[src/core/hcb_pkg.sv]
// Constants shared by the host configuration bank and its serial PROM reader
package hcb_pkg;
   // Clock and serial PROM timing
   localparam int CLK_PERIOD_NS = 10; // 100 MHz system clock
   localparam int PROM_SK_HALF_NS = 500; // Least half period of the PROM serial clock
   localparam int PROM_SK_HALF_CYC = (PROM_SK_HALF_NS + CLK_PERIOD_NS - 1) / CLK_PERIOD_NS;

   // Host register port geometry
   localparam int ADDR_W = 4; // Byte offset within a bank
   localparam int DATA_W = 16; // Host word width
   localparam int BANK_W = 6; // Bank select field width

   // Register offsets
   localparam logic [3:0] OFS_BANK_SEL = 4'hE;
   localparam logic [3:0] OFS_MAC_MID = 4'h2;
   localparam logic [3:0] OFS_MAC_HIGH = 4'h4;
   localparam logic [3:0] OFS_BUS_SPEED = 4'h0;
   localparam logic [3:0] OFS_PROM_CTRL = 4'h2;
   localparam logic [3:0] OFS_SELFTEST = 4'h4;
   localparam logic [3:0] OFS_SOFT_RST = 4'h6;
   localparam logic [3:0] OFS_BUS_WIDTH = 4'h8;

   // Bank numbers
   localparam logic [5:0] BANK_MAC = 6'h02;
   localparam logic [5:0] BANK_CTRL = 6'h03;
   localparam logic [5:0] BANK_RESET = 6'h00;

   // Field positions
   localparam int BIT_PROM_SW_EN = 4;
   localparam int BIT_PROM_DI = 3;
   localparam int BIT_PROM_DO = 2;
   localparam int BIT_PROM_SK = 1;
   localparam int BIT_PROM_CS = 0;
   localparam int BIT_TX_DONE = 12;
   localparam int BIT_TX_FAIL = 11;
   localparam int BIT_RX_DONE = 4;
   localparam int BIT_RX_FAIL = 3;
   localparam int BIT_SOFT_RST = 0;
   localparam int BIT_BUS_WIDTH = 0;
   localparam int CFG_BIT_SPEED = 1;
   localparam int CFG_BIT_WIDTH = 0;

   // Bus speed codes
   localparam logic [1:0] SPEED_125 = 2'h0;
   localparam logic [1:0] SPEED_62P5 = 2'h1;
   localparam logic [1:0] SPEED_41P66 = 2'h2;
   localparam logic [1:0] SPEED_25 = 2'h3;

   // Serial PROM word addresses
   localparam logic [5:0] PROM_W_BASE = 6'h00;
   localparam logic [5:0] PROM_W_MAC_LOW = 6'h01;
   localparam logic [5:0] PROM_W_MAC_MID = 6'h02;
   localparam logic [5:0] PROM_W_MAC_HIGH = 6'h03;
   localparam logic [5:0] PROM_W_CONFIG = 6'h06;

   // Reset and default values
   localparam logic [15:0] BASE_ADDR_DEFAULT = 16'h0300;
   localparam logic [15:0] BASE_ADDR_MASK = 16'hFFE0;
   localparam logic [15:0] WORD_ZERO = 16'h0000;
   localparam logic BUS_WIDTH_DEFAULT = 1'b1;

   // Serial read command framing: start bit then read opcode
   localparam logic [2:0] PROM_CMD_READ = 3'h6;
   localparam int PROM_CMD_BITS = 9;
   localparam int PROM_READ_BITS = 17; // Leading dummy zero then 16 data bits
   localparam logic [4:0] PROM_LAST_BIT = 5'h19;

   // Loader sequencing
   localparam logic [1:0] STRAP_SETTLE = 2'h3;
   localparam logic [2:0] LOAD_LAST_STEP = 3'h4;
endpackage

[src/core/hcb_prom_word_reader.sv]
// Serial PROM single word reader driving chip select, clock and data out
`timescale 1ns/100ps
`default_nettype none
module hcb_prom_word_reader #(
   parameter int HALF_CYC = hcb_pkg::PROM_SK_HALF_CYC
) (
   // Clock and reset
   input wire logic i_clk,
   input wire logic i_sys_rst,
   // Request and answer
   input wire logic i_start,
   input wire logic [5:0] i_addr,
   output logic o_busy,
   output logic o_done,
   output logic [15:0] o_data,
   // Serial pins, data in already synchronised
   input wire logic i_di,
   output logic o_cs,
   output logic o_sk,
   output logic o_do
);
   // Elaboration check on the half period
   if (HALF_CYC < 2 || HALF_CYC > 255) begin : g_bad_half
      $error("HALF_CYC must lie between 2 and 255");
   end

   typedef enum logic [2:0] {
      RD_IDLE = 3'b001,
      RD_LOW = 3'b010,
      RD_HIGH = 3'b100
   } hcb_rd_state_t;

   localparam logic [7:0] HALF_LAST = 8'(HALF_CYC - 1); // Last count of a half period

   hcb_rd_state_t state, next_state; // Bit phase
   logic [7:0] div, next_div; // Half period counter
   logic [4:0] bit_cnt, next_bit_cnt; // Bit index within the frame
   logic [8:0] shout, next_shout; // Command shifter, drains to zeros
   logic [15:0] shin, next_shin; // Read shifter, dummy bit falls off the top
   logic cs, next_cs;
   logic sk, next_sk;
   logic done, next_done;
   logic [15:0] data, next_data;

   // Next state of the serial frame
   always_comb begin
      next_state = state;
      next_div = div;
      next_bit_cnt = bit_cnt;
      next_shout = shout;
      next_shin = shin;
      next_cs = cs;
      next_sk = sk;
      next_done = 1'b0;
      next_data = data;
      unique case (state)
         RD_IDLE: begin
            // Open a frame with chip select and the first command bit
            if (i_start) begin
               next_shout = {hcb_pkg::PROM_CMD_READ, i_addr};
               next_bit_cnt = 5'h00;
               next_div = 8'h00;
               next_cs = 1'b1;
               next_sk = 1'b0;
               next_state = RD_LOW;
            end
         end
         RD_LOW: begin
            // Data out is stable through the low phase
            if (div == HALF_LAST) begin
               next_div = 8'h00;
               next_sk = 1'b1;
               next_state = RD_HIGH;
            end else begin
               next_div = div + 8'h01;
            end
         end
         RD_HIGH: begin
            // Sample late in the high phase, the part drives after the falling edge
            if (div == HALF_LAST) begin
               next_div = 8'h00;
               next_sk = 1'b0;
               next_shin = {shin[14:0], i_di};
               if (bit_cnt == hcb_pkg::PROM_LAST_BIT) begin
                  next_cs = 1'b0;
                  next_done = 1'b1;
                  next_data = {shin[14:0], i_di};
                  next_state = RD_IDLE;
               end else begin
                  next_bit_cnt = bit_cnt + 5'h01;
                  next_shout = {shout[7:0], 1'b0};
                  next_state = RD_LOW;
               end
            end else begin
               next_div = div + 8'h01;
            end
         end
      endcase
   end

   // Frame registers
   always_ff @(posedge i_clk or posedge i_sys_rst) begin
      if (i_sys_rst) begin
         state <= RD_IDLE;
         div <= 8'h00;
         bit_cnt <= 5'h00;
         shout <= 9'h000;
         shin <= 16'h0000;
         cs <= 1'b0;
         sk <= 1'b0;
         done <= 1'b0;
         data <= 16'h0000;
      end else begin
         state <= next_state;
         div <= next_div;
         bit_cnt <= next_bit_cnt;
         shout <= next_shout;
         shin <= next_shin;
         cs <= next_cs;
         sk <= next_sk;
         done <= next_done;
         data <= next_data;
      end
   end

   assign o_busy = (state != RD_IDLE);
   assign o_done = done;
   assign o_data = data;
   assign o_cs = cs;
   assign o_sk = sk;
   assign o_do = shout[8];
endmodule
`default_nettype wire

[src/core/hcb_host_config_bank.sv]
// Host configuration bank: MAC words, bus speed, serial PROM access, self test, soft reset
`timescale 1ns/100ps
`default_nettype none
// Operation
// - Read/write middle MAC address word
// - Read/write high MAC address word
// - Two-bit speed field selects internal bus rate
// - PROM config bit 1 loads speed 00/11
// - Host may rewrite speed after load
// - PROM off: base 0x300, software sets MAC mid/high
// - PROM on: load base and MAC after reset
// - Software access bit gates host pin control
// - Bit 3 reads live PROM data input
// - Bits 2..0 drive data, clock, select
// - Bit 12 shows transmit self test done
// - Bit 11 shows transmit self test failed
// - Bit 4 shows receive self test done
// - Bit 3 shows receive self test failed
// - Reset bit 0 holds soft reset active
// - Soft reset hits datapath, spares base address
// - PROM on: width bit from config bit 0
// - Width bit: 1 is 16-bit, 0 8-bit
// - PROM words 1..3 load MAC low/mid/high
// - Bank select at 0xE in every bank
module hcb_host_config_bank #(
   parameter int SK_HALF_CYC = hcb_pkg::PROM_SK_HALF_CYC
) (
   // Clock and reset
   input wire logic i_clk,
   input wire logic i_sys_rst,
   // Host register port
   input wire logic i_reg_wr,
   input wire logic i_reg_rd,
   input wire logic [3:0] i_reg_addr,
   input wire logic [1:0] i_reg_be,
   input wire logic [15:0] i_reg_wdata,
   output logic [15:0] o_reg_rdata,
   output logic o_reg_rvalid,
   // Serial PROM pins
   input wire logic i_prom_enable_pin,
   input wire logic i_prom_data_in_pin,
   output logic o_prom_data_out_pin,
   output logic o_prom_serial_clock_pin,
   output logic o_prom_chip_select_pin,
   // Memory self test results
   input wire logic i_tx_mem_selftest_done,
   input wire logic i_tx_mem_selftest_fail,
   input wire logic i_rx_mem_selftest_done,
   input wire logic i_rx_mem_selftest_fail,
   // Configuration towards the rest of the chip
   output logic [1:0] o_bus_speed_select,
   output logic o_soft_reset,
   output logic [15:0] o_base_addr,
   output logic [15:0] o_host_mac_addr_low,
   output logic [15:0] o_host_mac_addr_mid,
   output logic [15:0] o_host_mac_addr_high,
   output logic o_bus_width_16,
   output logic o_prom_load_busy
);
   typedef enum logic [3:0] {
      LD_SETTLE = 4'b0001,
      LD_ISSUE = 4'b0010,
      LD_WAIT = 4'b0100,
      LD_DONE = 4'b1000
   } hcb_load_state_t;
   logic en_meta, en_sync; // Pin synchronisers: first stage feeds only the second
   logic di_meta, di_sync;
   // Register state
   logic [5:0] bank_select_field, next_bank_select_field; // Active bank
   logic [15:0] host_mac_addr_mid, next_host_mac_addr_mid;
   logic [15:0] host_mac_addr_high, next_host_mac_addr_high;
   logic [15:0] mac_low, next_mac_low; // Loaded only from the PROM here
   logic [15:0] base_addr, next_base_addr;
   logic [1:0] bus_speed_select, next_bus_speed_select;
   logic prom_sw_access_enable, next_prom_sw_access_enable;
   logic [2:0] prom_pin_bits, next_prom_pin_bits; // Data out, clock, select
   logic soft_rst, next_soft_rst;
   logic bus_width_status, next_bus_width_status;
   hcb_load_state_t ld_state, next_ld_state; // Loader state
   logic [1:0] settle, next_settle; // Lets the strap synchroniser fill
   logic [2:0] step, next_step; // Load step: PROM word 0..3 at steps 0..3, config word 6 at step 4
   logic rd_start; // One-cycle request to the reader
   logic rd_busy, rd_done;
   logic [15:0] rd_data;
   logic rd_cs, rd_sk, rd_do;
   logic [5:0] rd_addr; // PROM word fetched at this step
   logic [15:0] rdata, next_rdata; // Read answer
   logic rvalid, next_rvalid;
   logic pin_do, pin_sk, pin_cs; // Registered pin drivers
   logic next_pin_do, next_pin_sk, next_pin_cs;
   logic wr_bank, wr_mac, wr_ctrl; // Decoded host writes
   logic [15:0] be_mask, wr_bits; // Byte lanes a host write touches, and its data there
   // Two-flop synchronisers for the strap and data input pins
   always_ff @(posedge i_clk or posedge i_sys_rst) begin
      if (i_sys_rst) begin
         en_meta <= 1'b0;
         en_sync <= 1'b0;
         di_meta <= 1'b0;
         di_sync <= 1'b0;
      end else begin
         en_meta <= i_prom_enable_pin;
         en_sync <= en_meta;
         di_meta <= i_prom_data_in_pin;
         di_sync <= di_meta;
      end
   end
   // Bank select answers at its offset whatever bank is active
   assign wr_bank = i_reg_wr && i_reg_addr == hcb_pkg::OFS_BANK_SEL;
   assign wr_mac = i_reg_wr && bank_select_field == hcb_pkg::BANK_MAC;
   assign wr_ctrl = i_reg_wr && bank_select_field == hcb_pkg::BANK_CTRL;
   assign be_mask = {{8{i_reg_be[1]}}, {8{i_reg_be[0]}}};
   assign wr_bits = i_reg_wdata & be_mask;
   // Words 0..3 sit at their own step number; the config word closes the load
   assign rd_addr = (step == hcb_pkg::LOAD_LAST_STEP) ? hcb_pkg::PROM_W_CONFIG :
                    {3'h0, step};
   // Next register values: host writes first, PROM load results override
   always_comb begin
      next_bank_select_field = bank_select_field;
      next_host_mac_addr_mid = host_mac_addr_mid;
      next_host_mac_addr_high = host_mac_addr_high;
      next_mac_low = mac_low;
      next_base_addr = base_addr;
      next_bus_speed_select = bus_speed_select;
      next_prom_sw_access_enable = prom_sw_access_enable;
      next_prom_pin_bits = prom_pin_bits;
      next_soft_rst = soft_rst;
      next_bus_width_status = bus_width_status;
      if (wr_bank && i_reg_be[0]) begin
         next_bank_select_field = i_reg_wdata[5:0];
      end
      if (wr_mac && i_reg_addr == hcb_pkg::OFS_MAC_MID) begin
         next_host_mac_addr_mid = (host_mac_addr_mid & ~be_mask) | wr_bits;
      end
      if (wr_mac && i_reg_addr == hcb_pkg::OFS_MAC_HIGH) begin
         next_host_mac_addr_high = (host_mac_addr_high & ~be_mask) | wr_bits;
      end
      if (wr_ctrl && i_reg_be[0]) begin // Control fields all sit in the low byte
         unique case (i_reg_addr)
            hcb_pkg::OFS_BUS_SPEED: next_bus_speed_select = i_reg_wdata[1:0];
            hcb_pkg::OFS_PROM_CTRL: begin
               next_prom_sw_access_enable = i_reg_wdata[hcb_pkg::BIT_PROM_SW_EN];
               next_prom_pin_bits = i_reg_wdata[hcb_pkg::BIT_PROM_DO:hcb_pkg::BIT_PROM_CS];
            end
            hcb_pkg::OFS_SOFT_RST: begin
               next_soft_rst = i_reg_wdata[hcb_pkg::BIT_SOFT_RST];
            end
            default: next_soft_rst = soft_rst; // Read-only offsets ignore writes
         endcase
      end
      // A finished PROM word lands in its register, winning over a host write
      if (rd_done && ld_state == LD_WAIT) begin
         unique case (step)
            3'h0: next_base_addr = rd_data & hcb_pkg::BASE_ADDR_MASK;
            3'h1: next_mac_low = rd_data;
            3'h2: next_host_mac_addr_mid = rd_data;
            3'h3: next_host_mac_addr_high = rd_data;
            default: begin // Config word: speed is all-fast or all-slow
               next_bus_speed_select = rd_data[hcb_pkg::CFG_BIT_SPEED] ?
                                       hcb_pkg::SPEED_25 : hcb_pkg::SPEED_125;
               next_bus_width_status = rd_data[hcb_pkg::CFG_BIT_WIDTH];
            end
         endcase
      end
   end
   // Register file flops; soft reset deliberately does not reach them
   always_ff @(posedge i_clk or posedge i_sys_rst) begin
      if (i_sys_rst) begin
         bank_select_field <= hcb_pkg::BANK_RESET;
         host_mac_addr_mid <= hcb_pkg::WORD_ZERO;
         host_mac_addr_high <= hcb_pkg::WORD_ZERO;
         mac_low <= hcb_pkg::WORD_ZERO;
         base_addr <= hcb_pkg::BASE_ADDR_DEFAULT;
         bus_speed_select <= hcb_pkg::SPEED_125;
         prom_sw_access_enable <= 1'b0;
         prom_pin_bits <= 3'h0;
         soft_rst <= 1'b0;
         bus_width_status <= hcb_pkg::BUS_WIDTH_DEFAULT;
      end else begin
         bank_select_field <= next_bank_select_field;
         host_mac_addr_mid <= next_host_mac_addr_mid;
         host_mac_addr_high <= next_host_mac_addr_high;
         mac_low <= next_mac_low;
         base_addr <= next_base_addr;
         bus_speed_select <= next_bus_speed_select;
         prom_sw_access_enable <= next_prom_sw_access_enable;
         prom_pin_bits <= next_prom_pin_bits;
         soft_rst <= next_soft_rst;
         bus_width_status <= next_bus_width_status;
      end
   end
   // Loader sequence: settle, then fetch base, MAC words and config word
   always_comb begin
      next_ld_state = ld_state;
      next_settle = settle;
      next_step = step;
      rd_start = 1'b0;
      unique case (ld_state)
         LD_SETTLE: begin
            if (settle == hcb_pkg::STRAP_SETTLE) begin // Synchroniser holds the real pin
               next_ld_state = en_sync ? LD_ISSUE : LD_DONE;
            end else begin
               next_settle = settle + 2'h1;
            end
         end
         LD_ISSUE: begin
            rd_start = 1'b1;
            next_ld_state = LD_WAIT;
         end
         LD_WAIT: begin
            if (rd_done) begin
               if (step == hcb_pkg::LOAD_LAST_STEP) begin
                  next_ld_state = LD_DONE;
               end else begin
                  next_step = step + 3'h1;
                  next_ld_state = LD_ISSUE;
               end
            end
         end
         LD_DONE: next_ld_state = LD_DONE; // Load runs once per hardware reset
      endcase
   end
   // Loader flops
   always_ff @(posedge i_clk or posedge i_sys_rst) begin
      if (i_sys_rst) begin
         ld_state <= LD_SETTLE;
         settle <= 2'h0;
         step <= 3'h0;
      end else begin
         ld_state <= next_ld_state;
         settle <= next_settle;
         step <= next_step;
      end
   end
   // Serial word reader used only by the loader
   hcb_prom_word_reader #(.HALF_CYC(SK_HALF_CYC)) u_reader (
      .i_clk(i_clk),
      .i_sys_rst(i_sys_rst),
      .i_start(rd_start),
      .i_addr(rd_addr),
      .o_busy(rd_busy),
      .o_done(rd_done),
      .o_data(rd_data),
      .i_di(di_sync),
      .o_cs(rd_cs),
      .o_sk(rd_sk),
      .o_do(rd_do)
   );
   // Pin owner: loader while loading, else host bits if allowed, else idle low
   always_comb begin
      next_pin_do = 1'b0;
      next_pin_sk = 1'b0;
      next_pin_cs = 1'b0;
      if (ld_state == LD_ISSUE || ld_state == LD_WAIT) begin
         next_pin_do = rd_do;
         next_pin_sk = rd_sk;
         next_pin_cs = rd_cs;
      end else if (prom_sw_access_enable) begin
         // Host owns every edge of the serial timing here
         next_pin_do = prom_pin_bits[hcb_pkg::BIT_PROM_DO];
         next_pin_sk = prom_pin_bits[hcb_pkg::BIT_PROM_SK];
         next_pin_cs = prom_pin_bits[hcb_pkg::BIT_PROM_CS];
      end
   end
   // Read data mux; unmapped offsets read zero
   always_comb begin
      next_rdata = rdata;
      next_rvalid = i_reg_rd;
      if (i_reg_rd) begin
         next_rdata = hcb_pkg::WORD_ZERO;
         if (i_reg_addr == hcb_pkg::OFS_BANK_SEL) begin
            next_rdata[5:0] = bank_select_field;
         end else if (bank_select_field == hcb_pkg::BANK_MAC) begin
            if (i_reg_addr == hcb_pkg::OFS_MAC_MID) begin
               next_rdata = host_mac_addr_mid;
            end else if (i_reg_addr == hcb_pkg::OFS_MAC_HIGH) begin
               next_rdata = host_mac_addr_high;
            end
         end else if (bank_select_field == hcb_pkg::BANK_CTRL) begin
            unique case (i_reg_addr)
               hcb_pkg::OFS_BUS_SPEED: next_rdata[1:0] = bus_speed_select;
               hcb_pkg::OFS_PROM_CTRL: begin
                  next_rdata[hcb_pkg::BIT_PROM_SW_EN] = prom_sw_access_enable;
                  next_rdata[hcb_pkg::BIT_PROM_DI] = di_sync;
                  next_rdata[hcb_pkg::BIT_PROM_DO:hcb_pkg::BIT_PROM_CS] = prom_pin_bits;
               end
               hcb_pkg::OFS_SELFTEST: begin
                  next_rdata[hcb_pkg::BIT_TX_DONE] = i_tx_mem_selftest_done;
                  next_rdata[hcb_pkg::BIT_TX_FAIL] = i_tx_mem_selftest_fail;
                  next_rdata[hcb_pkg::BIT_RX_DONE] = i_rx_mem_selftest_done;
                  next_rdata[hcb_pkg::BIT_RX_FAIL] = i_rx_mem_selftest_fail;
               end
               hcb_pkg::OFS_SOFT_RST: next_rdata[hcb_pkg::BIT_SOFT_RST] = soft_rst;
               hcb_pkg::OFS_BUS_WIDTH: begin
                  next_rdata[hcb_pkg::BIT_BUS_WIDTH] = bus_width_status;
               end
               default: next_rdata = hcb_pkg::WORD_ZERO;
            endcase
         end
      end
   end
   // Answer and pin flops
   always_ff @(posedge i_clk or posedge i_sys_rst) begin
      if (i_sys_rst) begin
         rdata <= hcb_pkg::WORD_ZERO;
         rvalid <= 1'b0;
         pin_do <= 1'b0;
         pin_sk <= 1'b0;
         pin_cs <= 1'b0;
      end else begin
         rdata <= next_rdata;
         rvalid <= next_rvalid;
         pin_do <= next_pin_do;
         pin_sk <= next_pin_sk;
         pin_cs <= next_pin_cs;
      end
   end
   // Outputs from flops, except load busy, which ORs loader and reader state
   assign o_reg_rdata = rdata;
   assign o_reg_rvalid = rvalid;
   assign o_prom_data_out_pin = pin_do;
   assign o_prom_serial_clock_pin = pin_sk;
   assign o_prom_chip_select_pin = pin_cs;
   assign o_bus_speed_select = bus_speed_select;
   assign o_soft_reset = soft_rst; // Level held while the bit is set
   assign o_base_addr = base_addr;
   assign o_host_mac_addr_low = mac_low;
   assign o_host_mac_addr_mid = host_mac_addr_mid;
   assign o_host_mac_addr_high = host_mac_addr_high;
   assign o_bus_width_16 = bus_width_status;
   assign o_prom_load_busy = (ld_state != LD_DONE) || rd_busy;
endmodule
`default_nettype wire

[config.mk]
export PLATFORM = sky130hd
export DESIGN_NAME = hcb_host_config_bank
export DESIGN_NICKNAME = d
export VERILOG_FILES = /design/src/core/hcb_pkg.sv /design/src/core/hcb_prom_word_reader.sv /design/src/core/hcb_host_config_bank.sv
export SDC_FILE = /design/constraint.sdc
export NUM_CORES = 1
export LEC_CHECK = 0
export BUFFER_PORTS_ARGS = -buffer_cell sky130_fd_sc_hd__buf_4
export CORE_UTILIZATION = 50
export CTS_BUF_LIST = sky130_fd_sc_hd__clkbuf_16
export CTS_CLUSTER_SIZE = 20
export DETAILED_ROUTE_END_ITERATION = 10
export GPL_ROUTABILITY_DRIVEN = 1
export PLACE_DENSITY = 0.76
export SYNTH_ARGS = -nofsm -noshare
export SYNTH_HDL_FRONTEND = slang
export SYNTH_SLANG_ARGS = --single-unit
[constraint.sdc]
create_clock -name i_clk -period 5.7 [get_ports i_clk]
set_input_delay 0.57 -clock i_clk [delete_from_list [all_inputs] [get_ports i_clk]]
set_output_delay 0.57 -clock i_clk [all_outputs]
set_load 0.02 [all_outputs]
==> results.tsv, run 1 <==
metric	value	unit
worst_pin_slew	1.05	ns
fillCellCount	1168	
grt_max_degree	118	
status	finished, final reports clean	
yosys_warnings	0	
coreArea	0.0152	mm^2
hold_class	input pin to register	
cp.depth	4	
cp_data_required_time	6.01	ns
ctsResizeCount	0	
die_h	127	um
mostFrequentLayoutCells	dfrtp_1 (160), buf_4 (119), mux2_2 (72)	
switching_share	0.227	
max_stage_delay	0.74	ns
p_switching	0.000598	W
boundaryPins	121	
p_comb_frac	0.067	
holdPathStages	1	
cts_buffer_depth	2	
antenna_found_initial	0	
syn_area_per_cell	11.7	um^2
post_cts_buffers	0	
fin_crit	2.82	ns
num-nets-final	810	
p_leak	4.54	nW
crit_family	simple AND/OR/NAND/NOR gates	
cp_max_fo	19	
seqPwrFrac	0.466	
grt_pass1_vias	5603	
synth-edff-count	0	
place_inst	937	
p_int	0.00204	W
dpl-instance-area	0.00875	mm^2
rsz0062_at_grt	no	
first_iter_violations	397	
slew_viol_final	0	
cts.sinks	165	
n_antenna_cell	0	
cpMaxStageDelayCell	nor3b_2	
wl	18.2	mm
path_class	register to register	
critPathBufInv	0	
cts_buffers	17	
relSlewSlack	0.298	
dp.final_hpwl	12.7	mm
clkLatencyLatePin	0.43	ns
cp_cell_sequence	nor3b_2 -> nand3_4 -> a21oi_4 -> mux2_2	
htreeDepth	4	
drive_gt1_frac	0.328	
p_per_area	281	mW/mm^2
place_congestion	0.941	
rows	45	
async_reset_ff_frac	1.00	
vdd_ir_drop_max	0.229	mV
skew	0.00901	ns
ys_dominant_reg_cell	dfrtp_1	
synthCells	665	
crit_arrival	3.13	ns
reg2reg_depth	4	
cts_tree	done	
routedWlPerCell	18.8	um
setup_tns	0	ns
yosysSeqAreaShare	0.531	
syn_to_final_growth	20.4	%
clkPwrFrac	0.467	
vias_per_cell	5.83	
die_w	127	um
grt_overflow	0	
initial_utilization	0.513	
yosys.cell_types.count	72	
layout_commonest_cell	dfrtp_1	
stdcell_count	969	
num_vias	5645	
hold_viol_final	0	
path_clk_slew	0.06	ns
grt_pass1_wl	29.4	mm
maxCapViolCount	0	
setup_violations	0	
grtUsageTotal	0.236	
crit_path_end_kind	register	
min_period_over_period	0.495	
remaining_drc_errors	0	
design_area	0.00938	mm^2
root_buffer	clkbuf_16	
fmax	355	MHz
cts-hold-fix-buffers	0	
postSynthRegisterBits	165	
numPortBuffers	115	
drt-pass1-iter-count	4	
ant_nets	0	
start_kind	register	
dieArea	0.0161	mm^2
syn-cell-area	0.00779	mm^2
==> worst register-to-register path, stage by stage (launching register included) <==
cell	delay, ns
dfrtp_1	0.53
nor3b_2	0.74
nand3_4	0.35
a21oi_4	0.67
mux2_2	0.42
==> per-layer routing <==
layer	share of wire	global-route usage	up-vias
met5	0	0	-
met4	0.022	0.0924	0
met3	0.050	0.0477	39
met2	0.48	0.378	202
met1	0.45	0.316	2802
li1	-	-	2602
==> cells in the mapped netlist, types with 13 or more instances <==
library cell	instances	share of area
nand2_1	25	0.012
mux2i_1	38	0.049
clkbuf_1	23	0.011
a22oi_1	13	0.013
nand3_1	16	0.010
mux2_2	72	0.10
nor2_1	63	0.030
dfrtp_1	160	0.51
inv_1	25	0.012
a21oi_1	41	0.026
o21ai_0	17	0.011
==> cell families after synthesis <==
family,after synthesis,share of synthesized area
AOI/OAI and AO/OA,123,0.103
buffers and inverters,64,0.0369
other,1,0.000481
adders and majority gates,10,0.0161
and+or+nand+nor,176,0.136
muxes,117,0.166
DFF,165,0.531
xor gates and xnor gates,9,0.0101
==> area by class of cell <==
class,count,area (um^2),area share
multi-input combinational,440,3380,0.361
tap,188,235,0.0251
inverter,25,98.8,0.0105
clock buffer,17,425,0.0453
timing repair buffer,119,893,0.0952
sequential,165,4140,0.441
clock inverter,15,211,0.0225
==> registers in the layout, summed over array words and instances (netlist names), 4 cells and up <==
name	cells
o_host_mac_addr_high	16
u_reader.div	8
u_reader.bit_cnt	5
o_base_addr	11
o_reg_rdata	16
o_host_mac_addr_mid	16
ld_state	4
u_reader.o_data	16
o_host_mac_addr_low	16
u_reader.shin	15
u_reader.shout	9
bank_select_field	6
==> metrics by stage <==
stage               power, W  hold slack, ns  setup WS (ns)   util
global route         0.00272           0.235           2.71  0.617
global placement     0.00142           0.333           3.00  0.575
CTS                  0.00266           0.233           2.92  0.617
floorplan            0.00135           0.331          0.677      -
finish               0.00264           0.249           2.88  0.617
detailed placement   0.00143           0.335           2.95  0.575
==> worst paths after layout <==
check,startpoint,to,slack (ns)
hold / removal,i_prom_data_in_pin,di_meta,0.25
hold reg to reg,di_meta,di_sync,0.35
min in group asynchronous,i_sys_rst,o_soft_reset,0.36
max in group asynchronous,i_sys_rst,u_reader.div[1],4.07
setup reg to reg,u_reader.state[2],u_reader.o_data[6],2.88
setup / recovery,u_reader.state[2],u_reader.o_data[6],2.88
==> power by group through the flow <==
stage	logic, W	registers, W	clock network (W)
floorplan	0.0000933	0.00126	0
global placement	0.000174	0.00125	0
detailed placement	0.000177	0.00125	0
CTS	0.000178	0.00123	0.00125
global route	0.000193	0.00123	0.00130
finish	0.000176	0.00123	0.00123
(Power assumes the default switching activity.)
==> inputs of run 2 (changes only) <==
- clock period: 5.7 -> 2.95 ns (I/O delays scaled with it)
==> run 2 against run 1 <==
Effect of this change: cell count rose by 0.93%; setup slack got worse by 2.3 ns; via count shrank 2.1%; die area did not move; worst hold slack worse by 0.10 ns; critical path depth stayed put; maximum frequency grew 19%; critical path type unchanged; largest power group unchanged; clock skew down 0.0038 ns; wire length is 0.36% lower; global-route usage is 0.14 points higher; first-iteration DRC count shrank 5.0%; utilization grew 0.49 points.
==> results.tsv, run 2 (synthesis gave the netlist of run 1 again) <==
metric	value	unit	change
cp_data_required_time	3.26	ns	-2.75 ns
slew_viol_final	0		unchanged
path_class	register to register		
root_buffer	clkbuf_16		
hold_viol_final	0		unchanged
cts.sinks	165		unchanged
cp_max_fo	11		-8
setup_violations	0		unchanged
ant_nets	0		unchanged
routedWlPerCell	18.6	um	-1.3%
maxCapViolCount	0		unchanged
setup_tns	0	ns	unchanged
crit_path_frequent_cell	nand2_1		
ctsResizeCount	0		unchanged
coreArea	0.0152	mm^2	unchanged
n_antenna_cell	0		unchanged
grt_overflow	0		unchanged
rows	45		unchanged
crit_path_end_kind	register		
vias_per_cell	5.65		-3.0%
p_per_area	530	mW/mm^2	+89%
syn_to_final_growth	21.4	%	
antenna_found_initial	0		unchanged
post_cts_buffers	0		unchanged
crit_family	simple AND/OR/NAND/NOR gates		
mostFrequentLayoutCells	dfrtp_1 (160), buf_4 (123), mux2_2 (72)		
cts_buffer_depth	2		unchanged
worst_pin_slew	0.749	ns	-0.304 ns
max_stage_delay	0.63	ns	-0.11 ns
p_leak	4.55	nW	+0.32%
cpMaxStageDelayCell	dfstp_2		
num_vias	5525		-2.1%
clkLatencyLatePin	0.42	ns	about the same
remaining_drc_errors	0		unchanged
relSlewSlack	0.496		+0.197
start_kind	register		
skew	0.00521	ns	-0.00381 ns
fin_crit	2.37	ns	-0.454 ns
boundaryPins	121		unchanged
min_period_over_period	0.802		+0.307
die_h	127	um	unchanged
vdd_ir_drop_max	0.391	mV	+71%
initial_utilization	0.513		unchanged
num-nets-final	819		+1.1%
numPortBuffers	115		unchanged
post-route-util	0.622		+0.00494
crit_arrival	2.67	ns	-0.46 ns
dieArea	0.0161	mm^2	unchanged
critPathBufInv	0		unchanged
grtUsageTotal	0.237		+0.00140
htreeDepth	4		unchanged
first_iter_violations	377		-5.0%
drive_gt1_frac	0.332		+0.00386
cts-hold-fix-buffers	3		+3
wl	18.2	mm	-0.36%
cts_buffers	17		unchanged
hold_class	input pin to register		
rsz0062_at_grt	no		
grt_max_degree	77		-35%
layout_commonest_cell	dfrtp_1		
grt_pass1_vias	5534		-1.2%
grt_pass1_wl	29.5	mm	about the same
cp_cell_sequence	nor3b_1 -> nand2_1 -> nand2_1 -> mux2_2		
drt-pass1-iter-count	5		+1
cts_tree	done		
path_clk_slew	0.06	ns	about the same
fmax	423	MHz	+19%
place_congestion	0.913		-3.0%
dp.final_hpwl	13.0	mm	+2.3%
die_w	127	um	unchanged
status	finished, final reports clean		
[run 2: layout make-up]
class | instances | area [um^2]
multi-input combinational | 440 | 3380
tap | 188 | 235
fill | 1172 | 5740
timing repair buffer | 128 | 993
clock buffer | 17 | 425
sequential | 165 | 4140
inverter | 25 | 97.6
clock inverter | 15 | 188
[run 2: final timing paths]
check	slack (ns)	depth (start not counted)	startpoint	to
worst max-delay path	0.58	4	u_reader.state[0]	u_reader.shout[7]
worst min-delay path	0.15	2	i_reg_wdata[3]	bank_select_field[3]
worst max register to register	0.58	4	u_reader.state[0]	u_reader.shout[7]
worst min register to register	0.35	0	en_meta	en_sync
max in group asynchronous	1.63	4	i_sys_rst	o_base_addr[9]
min in group asynchronous	0.52	3	i_sys_rst	u_reader.shout[6]
[run 2: stage by stage]
stage | worst slack, ns | hold WS [ns] | std cells | total power [W] | area [um^2]
3_3_place_gp | 0.731 | 0.333 | 943 | 0.00275 | 8810
3_5_place_dp | 0.602 | 0.336 | 943 | 0.00276 | 8810
5_1_grt | 0.389 | 0.138 | 978 | 0.00518 | 9460
6_report | 0.584 | 0.145 | 978 | 0.00502 | 9460
4_1_cts | 0.583 | 0.134 | 978 | 0.00505 | 9460
2_1_floorplan | 0.560 | 0.326 | 669 | 0.00261 | 7810
[run 2: power by group]
part           internal (W)  switching (W)  total, W
Combinational      0.000142       0.000209  0.000351
Sequential          0.00231      0.0000580   0.00237
Clock               0.00140       0.000889   0.00229
[run 2: metal layers]
| metal | GRT usage | share of wire | wire length, um | vias up |
|---|---|---|---|---|
| met5 | 0 | 0 | 0 | - |
| li1 | - | - | - | 2609 |
| met2 | 0.377 | 0.49 | 8850 | 144 |
| met4 | 0.0861 | 0.018 | 327 | 0 |
| met3 | 0.0409 | 0.045 | 825 | 20 |
| met1 | 0.327 | 0.45 | 8180 | 2752 |
==> inputs of run 3 (changes only) <==
- clock period: 2.95 -> 2.44 ns (I/O delays scaled with it)
==> run 3 against run 2 <==
Effect of this change: the run now ends with negative hold slack left; sequential share of layout area down 0.064 points; count of clock-buffer cells in the layout unchanged; first-iteration DRC count up 7.4%; worst hold slack worse by 0.17 ns; critical path depth unchanged; setup slack worse by 0.31 ns; cell area up 0.15%; total power up 18%; clock power up 15%; critical endpoint is now o_prom_load_busy; highest routed layer unchanged.
==> results.tsv, run 3 (synthesis gave the netlist of run 1 again) <==
metric	value	unit	change
status	complete, but fails checks		
violations	negative hold slack		
clkLatencyLatePin	0.43	ns	about the same
ant_nets	0		unchanged
fin_crit	2.17	ns	
whs	-0.0270	ns	-0.172 ns
grt_pass1_wl	29.6	mm	+0.58%
cts.sinks	165		unchanged
syn_to_final_growth	21.6	%	
cts_buffer_depth	2		unchanged
path_clk_slew	0.07	ns	about the same
place_inst	949		+0.64%
cts_buffers	17		unchanged
n_antenna_cell	0		unchanged
crit_arrival	1.92	ns	-0.75 ns
die_w	127	um	unchanged
relSlewSlack	0.573		+0.0774
rsz0062_at_grt	no		
cp_max_fo	11		unchanged
first_iter_violations	405		+7.4%
drt-pass1-iter-count	5		unchanged
wl	18.2	mm	+0.26%
antenna_found_initial	0		unchanged
path_class	register to primary output		
cts_tree	done		
fmax	462	MHz	
root_buffer	clkbuf_16		
maxCapViolCount	0		unchanged
grt_overflow	0		unchanged
min_period_over_period	0.887		
num_vias	5690		+3.0%
place_congestion	0.909		-0.35%
worst_pin_slew	0.624	ns	-0.124 ns
num-nets-final	824		+0.61%
stdcell_count	983		+0.51%
setup_violations	0		unchanged
skew	0.00716	ns	+0.00195 ns
p_per_area	625	mW/mm^2	+18%
hold_viol_final	34		+34
start_kind	register		
grt_max_degree	86		+12%
p_leak	4.57	nW	+0.44%
crit_path_end_kind	primary output		
boundaryPins	121		unchanged
vdd_ir_drop_max	0.503	mV	+29%
rows	45		unchanged
routedWlPerCell	18.5	um	-0.25%
mostFrequentLayoutCells	dfrtp_1 (160), buf_4 (128), mux2_2 (72)		
drive_gt1_frac	0.340		+0.00798
hold_class	input pin to async pin		
slew_viol_final	0		unchanged
die_h	127	um	unchanged
vias_per_cell	5.79		+2.5%
dp.final_hpwl	13.1	mm	+0.50%
cp_data_required_time	2.20	ns	-1.06 ns
remaining_drc_errors	0		unchanged
numPortBuffers	115		unchanged
coreArea	0.0152	mm^2	unchanged
htreeDepth	4		unchanged
grt_pass1_vias	5615		+1.5%
initial_utilization	0.513		unchanged
setup_tns	0	ns	unchanged
layout_commonest_cell	dfrtp_1		
grtUsageTotal	0.238		+0.000923
dieArea	0.0161	mm^2	unchanged
==> run 3: cell count changes in the layout (fill, tap and decap cells not counted) <==
| cell | before | now |
|---|---|---|
| dlygate4sd3_1 | 3 | 2 |
| bufinv_16 | 4 | 2 |
| inv_6 | 1 | 4 |
| clkinv_4 | 0 | 2 |
| clkinv_1 | 2 | 1 |
| clkinvlp_4 | 6 | 4 |
| clkinv_2 | 2 | 3 |
| buf_12 | 2 | 3 |
| buf_4 | 123 | 128 |
| inv_1 | 25 | 24 |
==> run 3: critical path, stage by stage, from the launching register on <==
cell	delay, ns
dfstp_2	0.62
nor3b_1	0.37
buf_4	0.21
nand4b_1	0.11
buf_4	0.19
==> run 3: per-layer routing <==
layer / wire (um) / GRT usage / vias up
met5: 0 / 0 / -
met2: 8750 / 0.375 / 165
met4: 478 / 0.104 / 0
met3: 744 / 0.0451 / 37
met1: 8250 / 0.322 / 2862
li1: - / - / 2626
==> run 3: worst paths after layout <==
kind / startpoint / end / slack (ns) / cells after the start
worst max register to register: ld_state[3] / o_base_addr[14] / 0.34 / 5
worst min register to register: en_meta / en_sync / 0.35 / 0
max in group asynchronous: i_sys_rst / o_base_addr[8] / 2.06 / 3
min in group i_clk: i_reg_wdata[5] / bank_select_field[5] / 0.09 / 2
worst max-delay path: u_reader.state[0] / o_prom_load_busy / 0.27 / 4
worst min-delay path: i_sys_rst / ld_state[2] / -0.03 / 3
==> run 3: area by class of cell <==
type / instances / area (um^2)
clock buffers: 17 / 425
multi-input cells: 440 / 3380
fillers: 1217 / 5730
inverters: 25 / 97.6
flip-flops and latches: 165 / 4140
well taps: 188 / 235
repair buffers: 133 / 1040
clock inverters: 15 / 154
==> run 3: what timing repair did <==
item / CTS / global route
setup buffers: 0 / 0
hold endpoints to repair: 2 / 0
hold buffers: 2 / 0
gates resized for setup: 0 / 0
==> run 3: where the power goes <==
group | internal, W | switching, W | leakage (nW)
logic | 0.000173 | 0.000254 | 2.23
clock network | 0.00151 | 0.00112 | 0.278
registers | 0.00280 | 0.0000707 | 2.06
==> run 3: metrics by stage <==
stage / setup slack (ns) / hold slack (ns) / utilization / power [W] / instance area (um^2)
floorplan: 0.101 / 0.275 / - / 0.00316 / 7810
global placement: 0.400 / 0.334 / 0.584 / 0.00333 / 8870
detailed placement: 0.370 / 0.337 / 0.584 / 0.00334 / 8870
CTS: 0.251 / 0.00839 / 0.623 / 0.00596 / 9470
global route: 0.134 / 0.0324 / 0.623 / 0.00613 / 9470
finish: 0.275 / -0.0270 / 0.623 / 0.00592 / 9470
